### config.mk
export PLATFORM = sky130hd
export DESIGN_NAME = ddr2_cmd_state
export DESIGN_NICKNAME = d
export VERILOG_FILES = /design/src/cmd_decode.v /design/src/burst_counter.v /design/src/ddr2_cmd_state.v
export VERILOG_INCLUDE_DIRS = /design/src
export SDC_FILE = /design/constraint.sdc
export NUM_CORES = 1
export LEC_CHECK = 0
export BUFFER_PORTS_ARGS = -buffer_cell sky130_fd_sc_hd__buf_2
export CELL_PAD_IN_SITES_DETAIL_PLACEMENT = 1
export CELL_PAD_IN_SITES_GLOBAL_PLACEMENT = 1
export CORE_UTILIZATION = 35
export DETAILED_ROUTE_END_ITERATION = 8
export PLACE_DENSITY = 0.75
export SLEW_MARGIN = 20
export SYNTH_ARGS = -nofsm -noshare
export SYNTH_HDL_FRONTEND = slang
export SYNTH_SLANG_ARGS = --single-unit
### constraint.sdc
create_clock -name pclk -period 5.8 [get_ports pclk]
set_input_delay 0.29 -clock pclk [delete_from_list [all_inputs] [get_ports pclk]]
set_output_delay 0.29 -clock pclk [all_outputs]
set_load 0.03 [all_outputs]
### src/ddr2_cmd_defs.vh
// Shared constants for the command state tracker.
`ifndef DDR2_CMD_DEFS_VH
`define DDR2_CMD_DEFS_VH
`define CMD_W              8
`define CMD_DESELECT       0
`define CMD_NOP            1
`define CMD_READ           2
`define CMD_WRITE          3
`define CMD_ACTIVATE       4
`define CMD_PRECHARGE      5
`define CMD_REFRESH        6
`define CMD_MODE_SET       7
`define ADDR_CTRL          8'h00
`define ADDR_STATUS        8'h04
`define ADDR_ERROR         8'h08
`define ADDR_ERR_COUNT     8'h0c
`define CTRL_TERM_ALLOW    0
`define CTRL_CHECK_EN      1
`define CTRL_RESET         2'h3
`define ERR_ILLEGAL        0
`define ERR_CKE_HOLD       1
`define ERR_SR_EXIT        2
`define ERR_BUSY_ENTRY     3
`define EMR_ONE_SEL        2'h1
`define CLOCK_ENABLE_MIN_HOLD  3
`define SR_EXIT_READ_DELAY     200
`define SR_EXIT_NONREAD_DELAY  40
`define BURST_CLKS         2
`endif

### src/cmd_decode.v
// Decodes the command pins into a one-hot command.
`timescale 1ns/1ps
`include "ddr2_cmd_defs.vh"
module cmd_decode (
  input  wire                cs_n,
  input  wire                ras_n,
  input  wire                cas_n,
  input  wire                we_n,
  output reg  [`CMD_W-1:0]   cmd
);
  always @* begin
    cmd = 8'h00;
    if (cs_n) begin
      cmd[`CMD_DESELECT] = 1'b1;
    end else begin
      case ({ras_n, cas_n, we_n})
        3'b111: cmd[`CMD_NOP] = 1'b1;
        3'b101: cmd[`CMD_READ] = 1'b1;
        3'b100: cmd[`CMD_WRITE] = 1'b1;
        3'b011: cmd[`CMD_ACTIVATE] = 1'b1;
        3'b010: cmd[`CMD_PRECHARGE] = 1'b1;
        3'b001: cmd[`CMD_REFRESH] = 1'b1;
        3'b000: cmd[`CMD_MODE_SET] = 1'b1;
        default: cmd[`CMD_NOP] = 1'b1;
      endcase
    end
  end
endmodule // cmd_decode

### src/burst_counter.v
// Counts the clocks of one data burst.
`timescale 1ns/1ps
module burst_counter #(
  parameter CNT_W = 3,
  parameter LEN   = 2
) (
  input  wire             pclk,
  input  wire             presetn,
  input  wire             start,
  input  wire             stop,
  output wire             last
);
  reg [CNT_W-1:0] count_reg;
  reg [CNT_W-1:0] count_next;
  always @* begin
    count_next = count_reg;
    if (start) begin
      count_next = LEN[CNT_W-1:0];
    end else if (stop) begin
      count_next = {CNT_W{1'b0}};
    end else if (count_reg != {CNT_W{1'b0}}) begin
      count_next = count_reg - {{(CNT_W-1){1'b0}}, 1'b1};
    end
  end
  always @(posedge pclk or negedge presetn) begin
    if (!presetn) begin
      count_reg <= {CNT_W{1'b0}};
    end else begin
      count_reg <= count_next;
    end
  end
  assign last = (count_reg == {{(CNT_W-1){1'b0}}, 1'b1});
endmodule // burst_counter

### src/ddr2_cmd_state.v
// Command and clock-enable state tracker with an APB register file.
`timescale 1ns/1ps
`include "ddr2_cmd_defs.vh"
// Overview of operation
// Clock-enable action uses current and previous samples; low-low holds.
// Command at an edge acts on the state held before it.
// Unlisted state, clock-enable and command combinations are illegal.
// Falling enable with no-op: active or precharge power down by banks.
// Power-down entry and exit edges carry only deselect or no-op.
// Self refresh only from idle, by refresh with falling enable.
// Self refresh exit raises enable with deselect or no-op.
// After self refresh exit only no-ops during the non-read delay.
// No read until 200 clocks after self refresh exit.
// No power down or self refresh during read or write bursts.
// Enable level must be registered on three consecutive edges.
// Termination input does not affect enable state transitions.
// Termination is off throughout self refresh.
// No refresh happens while in power down.
// Enable stays high during output driver calibration.
// Termination input must be valid in power down when enabled.
// Mask low writes a beat; mask high inhibits it.
// Idle accepts activate, precharge, refresh, register set; not read, write.
// Banks active: read, write, precharge; activate open bank is illegal.
// Bursts continue on no-op; same direction interrupts; rest illegal.
// Commands decode from select, strobes, write enable at the edge.
// Controller waits exit latency after leaving power down.
// Controller issues only commands legal for the current state.
// Commands illegal for the state are flagged and not executed.
module ddr2_cmd_state #(
  parameter SR_READ_CLKS    = `SR_EXIT_READ_DELAY,
  parameter SR_NONREAD_CLKS = `SR_EXIT_NONREAD_DELAY,
  parameter BURST_LEN       = `BURST_CLKS
) (
  input  wire        pclk,
  input  wire        presetn,
  input  wire [7:0]  paddr,
  input  wire        psel,
  input  wire        penable,
  input  wire        pwrite,
  input  wire [31:0] pwdata,
  output reg  [31:0] prdata,
  output wire        pready,
  output wire        pslverr,
  input  wire        cke,
  input  wire        cs_n,
  input  wire        ras_n,
  input  wire        cas_n,
  input  wire        we_n,
  input  wire [1:0]  ba,
  input  wire        a10,
  input  wire        a2,
  input  wire        a6,
  input  wire        odt,
  input  wire        dm,
  input  wire        wdata_valid,
  output reg         term_on,
  output reg         refresh_pulse,
  output reg         wr_beat_commit,
  output reg         illegal_pulse
);
  localparam S_IDLE   = 7'h01;
  localparam S_ACTIVE = 7'h02;
  localparam S_READ   = 7'h04;
  localparam S_WRITE  = 7'h08;
  localparam S_PD_PRE = 7'h10;
  localparam S_PD_ACT = 7'h20;
  localparam S_SELF   = 7'h40;

  wire [`CMD_W-1:0] cmd;
  wire              burst_last;
  reg  [6:0]        state_reg;
  reg  [6:0]        state_next;
  reg  [3:0]        bank_reg;
  reg  [3:0]        bank_next;
  reg  [1:0]        bbank_reg;
  reg  [1:0]        bbank_next;
  reg               bclose_reg;
  reg               bclose_next;
  reg               cke_prev_reg;
  reg  [1:0]        hold_reg;
  reg  [1:0]        hold_next;
  reg  [7:0]        sr_cnt_reg;
  reg  [7:0]        sr_cnt_next;
  reg               emr_term_reg;
  reg               emr_term_next;
  reg  [1:0]        ctrl_reg;
  reg  [3:0]        err_reg;
  reg  [3:0]        err_set;
  reg               hold_err;
  reg  [15:0]       err_cnt_reg;
  reg               illegal;
  reg               burst_start;
  reg               burst_stop;
  reg               refresh_go;
  reg               is_nop;
  wire              apb_wr;
  wire              mapped;

  function [3:0] close_banks;
    input [3:0] open;
    input [1:0] sel;
    input       all;
    begin
      if (all) begin
        close_banks = 4'h0;
      end else begin
        close_banks = open & ~(4'h1 << sel);
      end
    end
  endfunction

  function is_mapped;
    input [7:0] addr;
    begin
      is_mapped = (addr == `ADDR_CTRL) || (addr == `ADDR_STATUS) ||
                  (addr == `ADDR_ERROR) || (addr == `ADDR_ERR_COUNT);
    end
  endfunction

  cmd_decode u_dec (
    .cs_n  (cs_n),
    .ras_n (ras_n),
    .cas_n (cas_n),
    .we_n  (we_n),
    .cmd   (cmd)
  );

  burst_counter #(
    .CNT_W (3),
    .LEN   (BURST_LEN)
  ) u_burst (
    .pclk    (pclk),
    .presetn (presetn),
    .start   (burst_start),
    .stop    (burst_stop),
    .last    (burst_last)
  );

  // Next state from the state before the edge and both enable samples.
  always @* begin
    state_next    = state_reg;
    bank_next     = bank_reg;
    bbank_next    = bbank_reg;
    bclose_next   = bclose_reg;
    emr_term_next = emr_term_reg;
    illegal       = 1'b0;
    burst_start   = 1'b0;
    burst_stop    = 1'b0;
    refresh_go    = 1'b0;
    err_set       = 4'h0;
    is_nop        = cmd[`CMD_DESELECT] | cmd[`CMD_NOP];
    case (state_reg)
      S_PD_PRE, S_PD_ACT: begin
        if (cke) begin
          if (!is_nop) begin
            illegal = 1'b1;
          end
          state_next = (state_reg == S_PD_PRE) ? S_IDLE : S_ACTIVE;
        end
      end
      S_SELF: begin
        if (cke) begin
          if (!is_nop) begin
            illegal = 1'b1;
          end
          state_next = S_IDLE;
        end
      end
      default: begin
        if (state_reg == S_READ || state_reg == S_WRITE) begin
          if (burst_last) begin
            if (bclose_reg) begin
              bank_next = close_banks(bank_reg, bbank_reg, 1'b0);
            end
            if (bclose_reg &&
                close_banks(bank_reg, bbank_reg, 1'b0) == 4'h0) begin
              state_next = S_IDLE;
            end else begin
              state_next = S_ACTIVE;
            end
          end
        end
        if (cke_prev_reg && !cke) begin
          if (is_nop) begin
            case (state_reg)
              S_IDLE:   state_next = S_PD_PRE;
              S_ACTIVE: state_next = S_PD_ACT;
              default:  err_set[`ERR_BUSY_ENTRY] = 1'b1;
            endcase
          end else if (cmd[`CMD_REFRESH] && state_reg == S_IDLE) begin
            state_next = S_SELF;
          end else begin
            illegal = 1'b1;
            if (cmd[`CMD_REFRESH]) begin
              err_set[`ERR_BUSY_ENTRY] = 1'b1;
            end
          end
        end else if (!is_nop) begin
          case (state_reg)
            S_IDLE: begin
              if (cmd[`CMD_ACTIVATE]) begin
                bank_next  = 4'h1 << ba;
                state_next = S_ACTIVE;
              end else if (cmd[`CMD_REFRESH]) begin
                refresh_go = cke_prev_reg & cke;
              end else if (cmd[`CMD_MODE_SET]) begin
                if (ba == `EMR_ONE_SEL) begin
                  emr_term_next = a2 | a6;
                end
              end else if (!cmd[`CMD_PRECHARGE]) begin
                illegal = 1'b1;
              end
            end
            S_ACTIVE: begin
              if (cmd[`CMD_READ] || cmd[`CMD_WRITE]) begin
                if (bank_reg[ba]) begin
                  burst_start = 1'b1;
                  bbank_next  = ba;
                  bclose_next = a10;
                  state_next  = cmd[`CMD_READ] ? S_READ : S_WRITE;
                end else begin
                  illegal = 1'b1;
                end
              end else if (cmd[`CMD_ACTIVATE]) begin
                if (bank_reg[ba]) begin
                  illegal = 1'b1;
                end else begin
                  bank_next = bank_reg | (4'h1 << ba);
                end
              end else if (cmd[`CMD_PRECHARGE]) begin
                bank_next = close_banks(bank_reg, ba, a10);
                if (close_banks(bank_reg, ba, a10) == 4'h0) begin
                  state_next = S_IDLE;
                end
              end else begin
                illegal = 1'b1;
              end
            end
            S_READ, S_WRITE: begin
              if ((cmd[`CMD_READ] && state_reg == S_READ) ||
                  (cmd[`CMD_WRITE] && state_reg == S_WRITE)) begin
                if (bank_reg[ba]) begin
                  burst_start = 1'b1;
                  bbank_next  = ba;
                  bclose_next = a10;
                  state_next  = state_reg;
                end else begin
                  illegal = 1'b1;
                end
              end else begin
                illegal = 1'b1;
              end
            end
            default: begin
              illegal    = 1'b1;
              state_next = S_IDLE;
            end
          endcase
        end
      end
    endcase
    if (illegal) begin

      state_next    = (state_reg == S_PD_PRE) ? S_IDLE :
                      (state_reg == S_PD_ACT) ? S_ACTIVE :
                      (state_reg == S_SELF) ? S_IDLE : state_next;
      bank_next     = (state_reg == S_READ || state_reg == S_WRITE) ?
                      bank_next : bank_reg;
      emr_term_next = emr_term_reg;
      err_set[`ERR_ILLEGAL] = 1'b1;
    end
    if (state_reg == S_READ || state_reg == S_WRITE) begin
      burst_stop = (state_next != S_READ) && (state_next != S_WRITE);
    end
    if (sr_cnt_reg != 8'h00) begin
      if (cmd[`CMD_READ]) begin
        err_set[`ERR_SR_EXIT] = 1'b1;
      end
      if (!is_nop && sr_cnt_reg > (SR_READ_CLKS - SR_NONREAD_CLKS)) begin
        err_set[`ERR_SR_EXIT] = 1'b1;
      end
    end
  end

  // Enable hold check and self refresh exit timer.
  always @* begin
    hold_next   = hold_reg;
    sr_cnt_next = sr_cnt_reg;
    hold_err    = 1'b0;
    if (cke != cke_prev_reg) begin
      hold_next = 2'h1;
      if (hold_reg < `CLOCK_ENABLE_MIN_HOLD) begin
        hold_err = 1'b1;
      end
    end else if (hold_reg < `CLOCK_ENABLE_MIN_HOLD) begin
      hold_next = hold_reg + 2'h1;
    end
    if (state_reg == S_SELF && state_next == S_IDLE) begin
      sr_cnt_next = SR_READ_CLKS[7:0];
    end else if (sr_cnt_reg != 8'h00) begin
      sr_cnt_next = sr_cnt_reg - 8'h01;
    end
  end

  always @(posedge pclk or negedge presetn) begin
    if (!presetn) begin
      state_reg    <= S_IDLE;
      bank_reg     <= 4'h0;
      bbank_reg    <= 2'h0;
      bclose_reg   <= 1'b0;
      cke_prev_reg <= 1'b1;
      hold_reg     <= 2'h3;
      sr_cnt_reg   <= 8'h00;
      emr_term_reg <= 1'b0;
    end else begin
      state_reg    <= state_next;
      bank_reg     <= bank_next;
      bbank_reg    <= bbank_next;
      bclose_reg   <= bclose_next;
      cke_prev_reg <= cke;
      hold_reg     <= hold_next;
      sr_cnt_reg   <= sr_cnt_next;
      emr_term_reg <= emr_term_next;
    end
  end

  // Pin-side outputs; termination is held off whenever the next state is self refresh.
  always @(posedge pclk or negedge presetn) begin
    if (!presetn) begin
      term_on        <= 1'b0;
      refresh_pulse  <= 1'b0;
      wr_beat_commit <= 1'b0;
      illegal_pulse  <= 1'b0;
    end else begin
      term_on        <= odt & emr_term_reg & ctrl_reg[`CTRL_TERM_ALLOW] &
                        (state_next != S_SELF);
      refresh_pulse  <= refresh_go;
      wr_beat_commit <= (state_reg == S_WRITE) & wdata_valid & ~dm;
      illegal_pulse  <= illegal & ctrl_reg[`CTRL_CHECK_EN];
    end
  end

  // APB slave: zero wait states, read data latched in the setup cycle.
  assign pready  = 1'b1;
  assign mapped  = is_mapped(paddr);
  assign pslverr = psel & penable & ~mapped;
  assign apb_wr  = psel & penable & pwrite & mapped;

  always @(posedge pclk or negedge presetn) begin
    if (!presetn) begin
      ctrl_reg    <= `CTRL_RESET;
      err_reg     <= 4'h0;
      err_cnt_reg <= 16'h0000;
      prdata      <= 32'h0000_0000;
    end else begin
      if (apb_wr && paddr == `ADDR_CTRL) begin
        ctrl_reg <= pwdata[1:0];
      end
      if (ctrl_reg[`CTRL_CHECK_EN]) begin
        err_reg <= err_set | {2'b00, hold_err, 1'b0} |
                   (err_reg & ~((apb_wr && paddr == `ADDR_ERROR) ?
                                pwdata[3:0] : 4'h0));
      end else if (apb_wr && paddr == `ADDR_ERROR) begin
        err_reg <= err_reg & ~pwdata[3:0];
      end
      if (ctrl_reg[`CTRL_CHECK_EN] && illegal) begin
        err_cnt_reg <= err_cnt_reg + 16'h0001;
      end else if (apb_wr && paddr == `ADDR_ERR_COUNT) begin
        err_cnt_reg <= 16'h0000;
      end
      if (psel && !penable) begin
        case (paddr)
          `ADDR_CTRL:      prdata <= {30'h0, ctrl_reg};
          `ADDR_STATUS:    prdata <= {12'h0, sr_cnt_reg, bank_reg, 1'b0,
                                      state_reg};
          `ADDR_ERROR:     prdata <= {28'h0, err_reg};
          `ADDR_ERR_COUNT: prdata <= {16'h0, err_cnt_reg};
          default:         prdata <= 32'h0000_0000;
        endcase
      end
    end
  end
endmodule // ddr2_cmd_state

==> results.sh <==
export IMPL_syn_cell_area_um2=4742
export IMPL_final_cells=754
export IMPL_tightest_slew_ns=1.022
export IMPL_leakagePower_nw=2.346
export IMPL_die_area_um2=14020
export IMPL_grt_pass1_wl_um=22850
export IMPL_critPathKind="flop to flop"
export IMPL_netlist_instances=540
export IMPL_cts_sinks=75
export IMPL_viasPerCell=5.553
export IMPL_row_count=42
export IMPL_grt_max_degree=76
export IMPL_dp_worst_setup_slack_ns=2.577
export IMPL_finalSetupTns_ns=0
export IMPL_yosys_warnings=0
export IMPL_yosysSeqAreaShare_pct=39.74
export IMPL_initial_core_util_pct=35.81
export IMPL_port_buffers=54
export IMPL_clkLatencyLatePin_ns=0.35
export IMPL_die_x_um=118.4
export IMPL_place_hpwl_um=9920
export IMPL_core_area_um2=13240
export IMPL_fin_ws_ns=2.569
export IMPL_diodes=0
export IMPL_power_density_nw_per_um2=364.7
export IMPL_hold_viol=0
export IMPL_startpoint_type="flop"
export IMPL_layout_min_cycle_time_ns=3.231
export IMPL_ios=96
export IMPL_largest_reg_flops=20
export IMPL_fin_util_pct=40.47
export IMPL_ant_nets=0
export IMPL_cts_tree="done"
export IMPL_slew_violations=0
export IMPL_rsz0062_at_grt="no"
export IMPL_num_nets_final=640
export IMPL_wl_per_cell_um=18.19
export IMPL_synthToLayoutAreaGrowth_pct=13.01
export IMPL_cp_end_kind="flop"
export IMPL_synth_edff_count=0
export IMPL_ys_ff_latch=75
export IMPL_antenna_found_initial=0
export IMPL_holdCritPathClass="input pin to flop"
export IMPL_worstPathArrival_ns=3.50
export IMPL_layout_commonest_cell="nand2_1"
export IMPL_max_freq_ghz=0.3095
export IMPL_synth_cell_types=76
export IMPL_min_period_over_period_pct=55.71
export IMPL_skew_ns=0.01035
export IMPL_num_vias=4187
export IMPL_avgSynthCellArea_um2=8.782
export IMPL_grt_pass1_vias=4424
export IMPL_cts_buffers=9
export IMPL_fp_dieH_um=118.4
export IMPL_finalSetupViolCount=0
export IMPL_ir_drop_mv=0.1707
export IMPL_ys_async_sr_fraction_pct=100.0
export IMPL_h_tree_depth=3
export IMPL_cts_buffer_depth=2
export IMPL_crit_fanout=21
export IMPL_place_congestion=0.8630
export IMPL_clkTransAtPathRegs_ns=0.06
export IMPL_post_route_cell_area_um2=5359
export IMPL_finalWirelength_um=13720
export IMPL_fillerInstances=1622
export IMPL_drtIter0Drc=182
export IMPL_postCtsSetupRepairBufs=0
export IMPL_final_cell_mix="nand2_1 (71), dfrtp_1 (69), buf_2 (53)"
export IMPL_firstDrtPassIters=4
export IMPL_synth_top_flop_cell="dfrtp_1"
export IMPL_cts_root_buf="clkbuf_16"
export IMPL_maxSlewHeadroom_pct=31.47
export IMPL_outcome="completed"
export IMPL_place_area_um2=4995
export IMPL_total_power_mw=1.954
export IMPL_cap_violations=0
export IMPL_grt_overflow_total=0
export IMPL_critPathRequiredTime_ns=6.07
export IMPL_layout_drive_gt1_share_pct=18.51
export IMPL_grt_total_usage_pct=20.75
export IMPL_whs_ns=0.08530
export IMPL_dp_cells=736
export IMPL_drc=0
per-layer routing:
layer	part of all wire, %	vias to the layer above	GRT usage (%)
met4	1.7	0	5.934
met2	50	88	35.29
met5	0	-	0
met1	44	2091	26.35
li1	-	1989	-
met3	4.1	19	4.633
power breakdown:
part | internal (mW) | leakage, nW | switching, mW
combinational | 0.236 | 1.19 | 0.367
sequential | 0.603 | 1.00 | 0.127
clock | 0.391 | 0.156 | 0.230
kinds of logic (layout without fill, tap and decap cells):
| family | count (synthesis) | count (layout) | synth area share, % |
|---|---|---|---|
| and+or+nand+nor | 215 | 215 | 23.30 |
| AOI/OAI and AO/OA | 149 | 149 | 20.42 |
| DFF | 75 | 75 | 39.74 |
| buffers and inverters | 61 | 88 | 7.203 |
| muxes | 16 | 16 | 4.406 |
| xor gates and xnor gates | 13 | 13 | 2.401 |
| adders and majority gates | 9 | 9 | 2.375 |
| other | 2 | 13 | 0.1584 |
critical path, cell delays in order, from the launching register on:
cell and delay (ns):
dfstp_2 0.67, nor4b_1 0.42, and2_1 0.46, o21ai_0 0.16, o2111ai_1 0.16, nand4_2 0.53
inv_2 0.45, nand4_1 0.14, o21ai_0 0.16
worst paths after layout:
check	from	endpoint	slack (ns)	depth (start not counted)
worst max-delay path	state_reg[0]	err_cnt_reg[14]	2.57	8
worst min-delay path	dm	wr_beat_commit	0.09	2
worst max register to register	state_reg[0]	err_cnt_reg[14]	2.57	8
worst min register to register	prdata[6]	prdata[6]	0.47	2
max in group asynchronous	presetn	ctrl_reg[1]	4.70	3
min in group asynchronous	presetn	prdata[6]	0.45	2
synthesized netlist by cell type (3+ instances only):
master	n	share of area, %
nand2_1	71	5.6
dfrtp_1	69	36
nor2_1	47	3.7
o21ai_0	41	4.3
o21ai_1	24	2.5
a21oi_1	16	1.7
buf_4	16	2.5
nand3_1	16	1.7
inv_1	15	1.2
a22oi_1	14	2.2
and3_1	13	1.7
buf_2	12	1.3
nor3_1	12	1.3
clkbuf_1	10	0.79
a31oi_1	9	1.2
ha_1	9	2.4
mux2_2	9	2.1
nand2b_1	9	1.2
nand4_1	7	0.92
xnor2_1	7	1.3
a211oi_1	6	0.95
dfstp_2	6	3.3
nor4_1	6	0.79
xor2_1	6	1.1
buf_6	5	1.2
nor2b_1	5	0.66
mux2i_1	4	0.84
nor4b_1	4	0.74
o211ai_1	4	0.63
a32o_1	3	0.63
and2_1	3	0.40
mux4_2	3	1.4
or2_2	3	0.40
repair_timing:
item,CTS,global route
hold buffers,0,1
resized for setup,0,0
hold endpoints to repair,0,36
cell type report:
cell class	count	area (um^2)	area share, %
Clock inverter	5	85.08	1.588
Inverter	16	60.06	1.121
Multi-Input combinational cell	415	2564	47.84
Tap cell	176	220.2	4.109
Clock buffer	11	242.7	4.530
Timing Repair Buffer	56	302.8	5.650
Sequential cell	75	1884	35.16
Note: power is estimated with default switching activity, not from simulation.
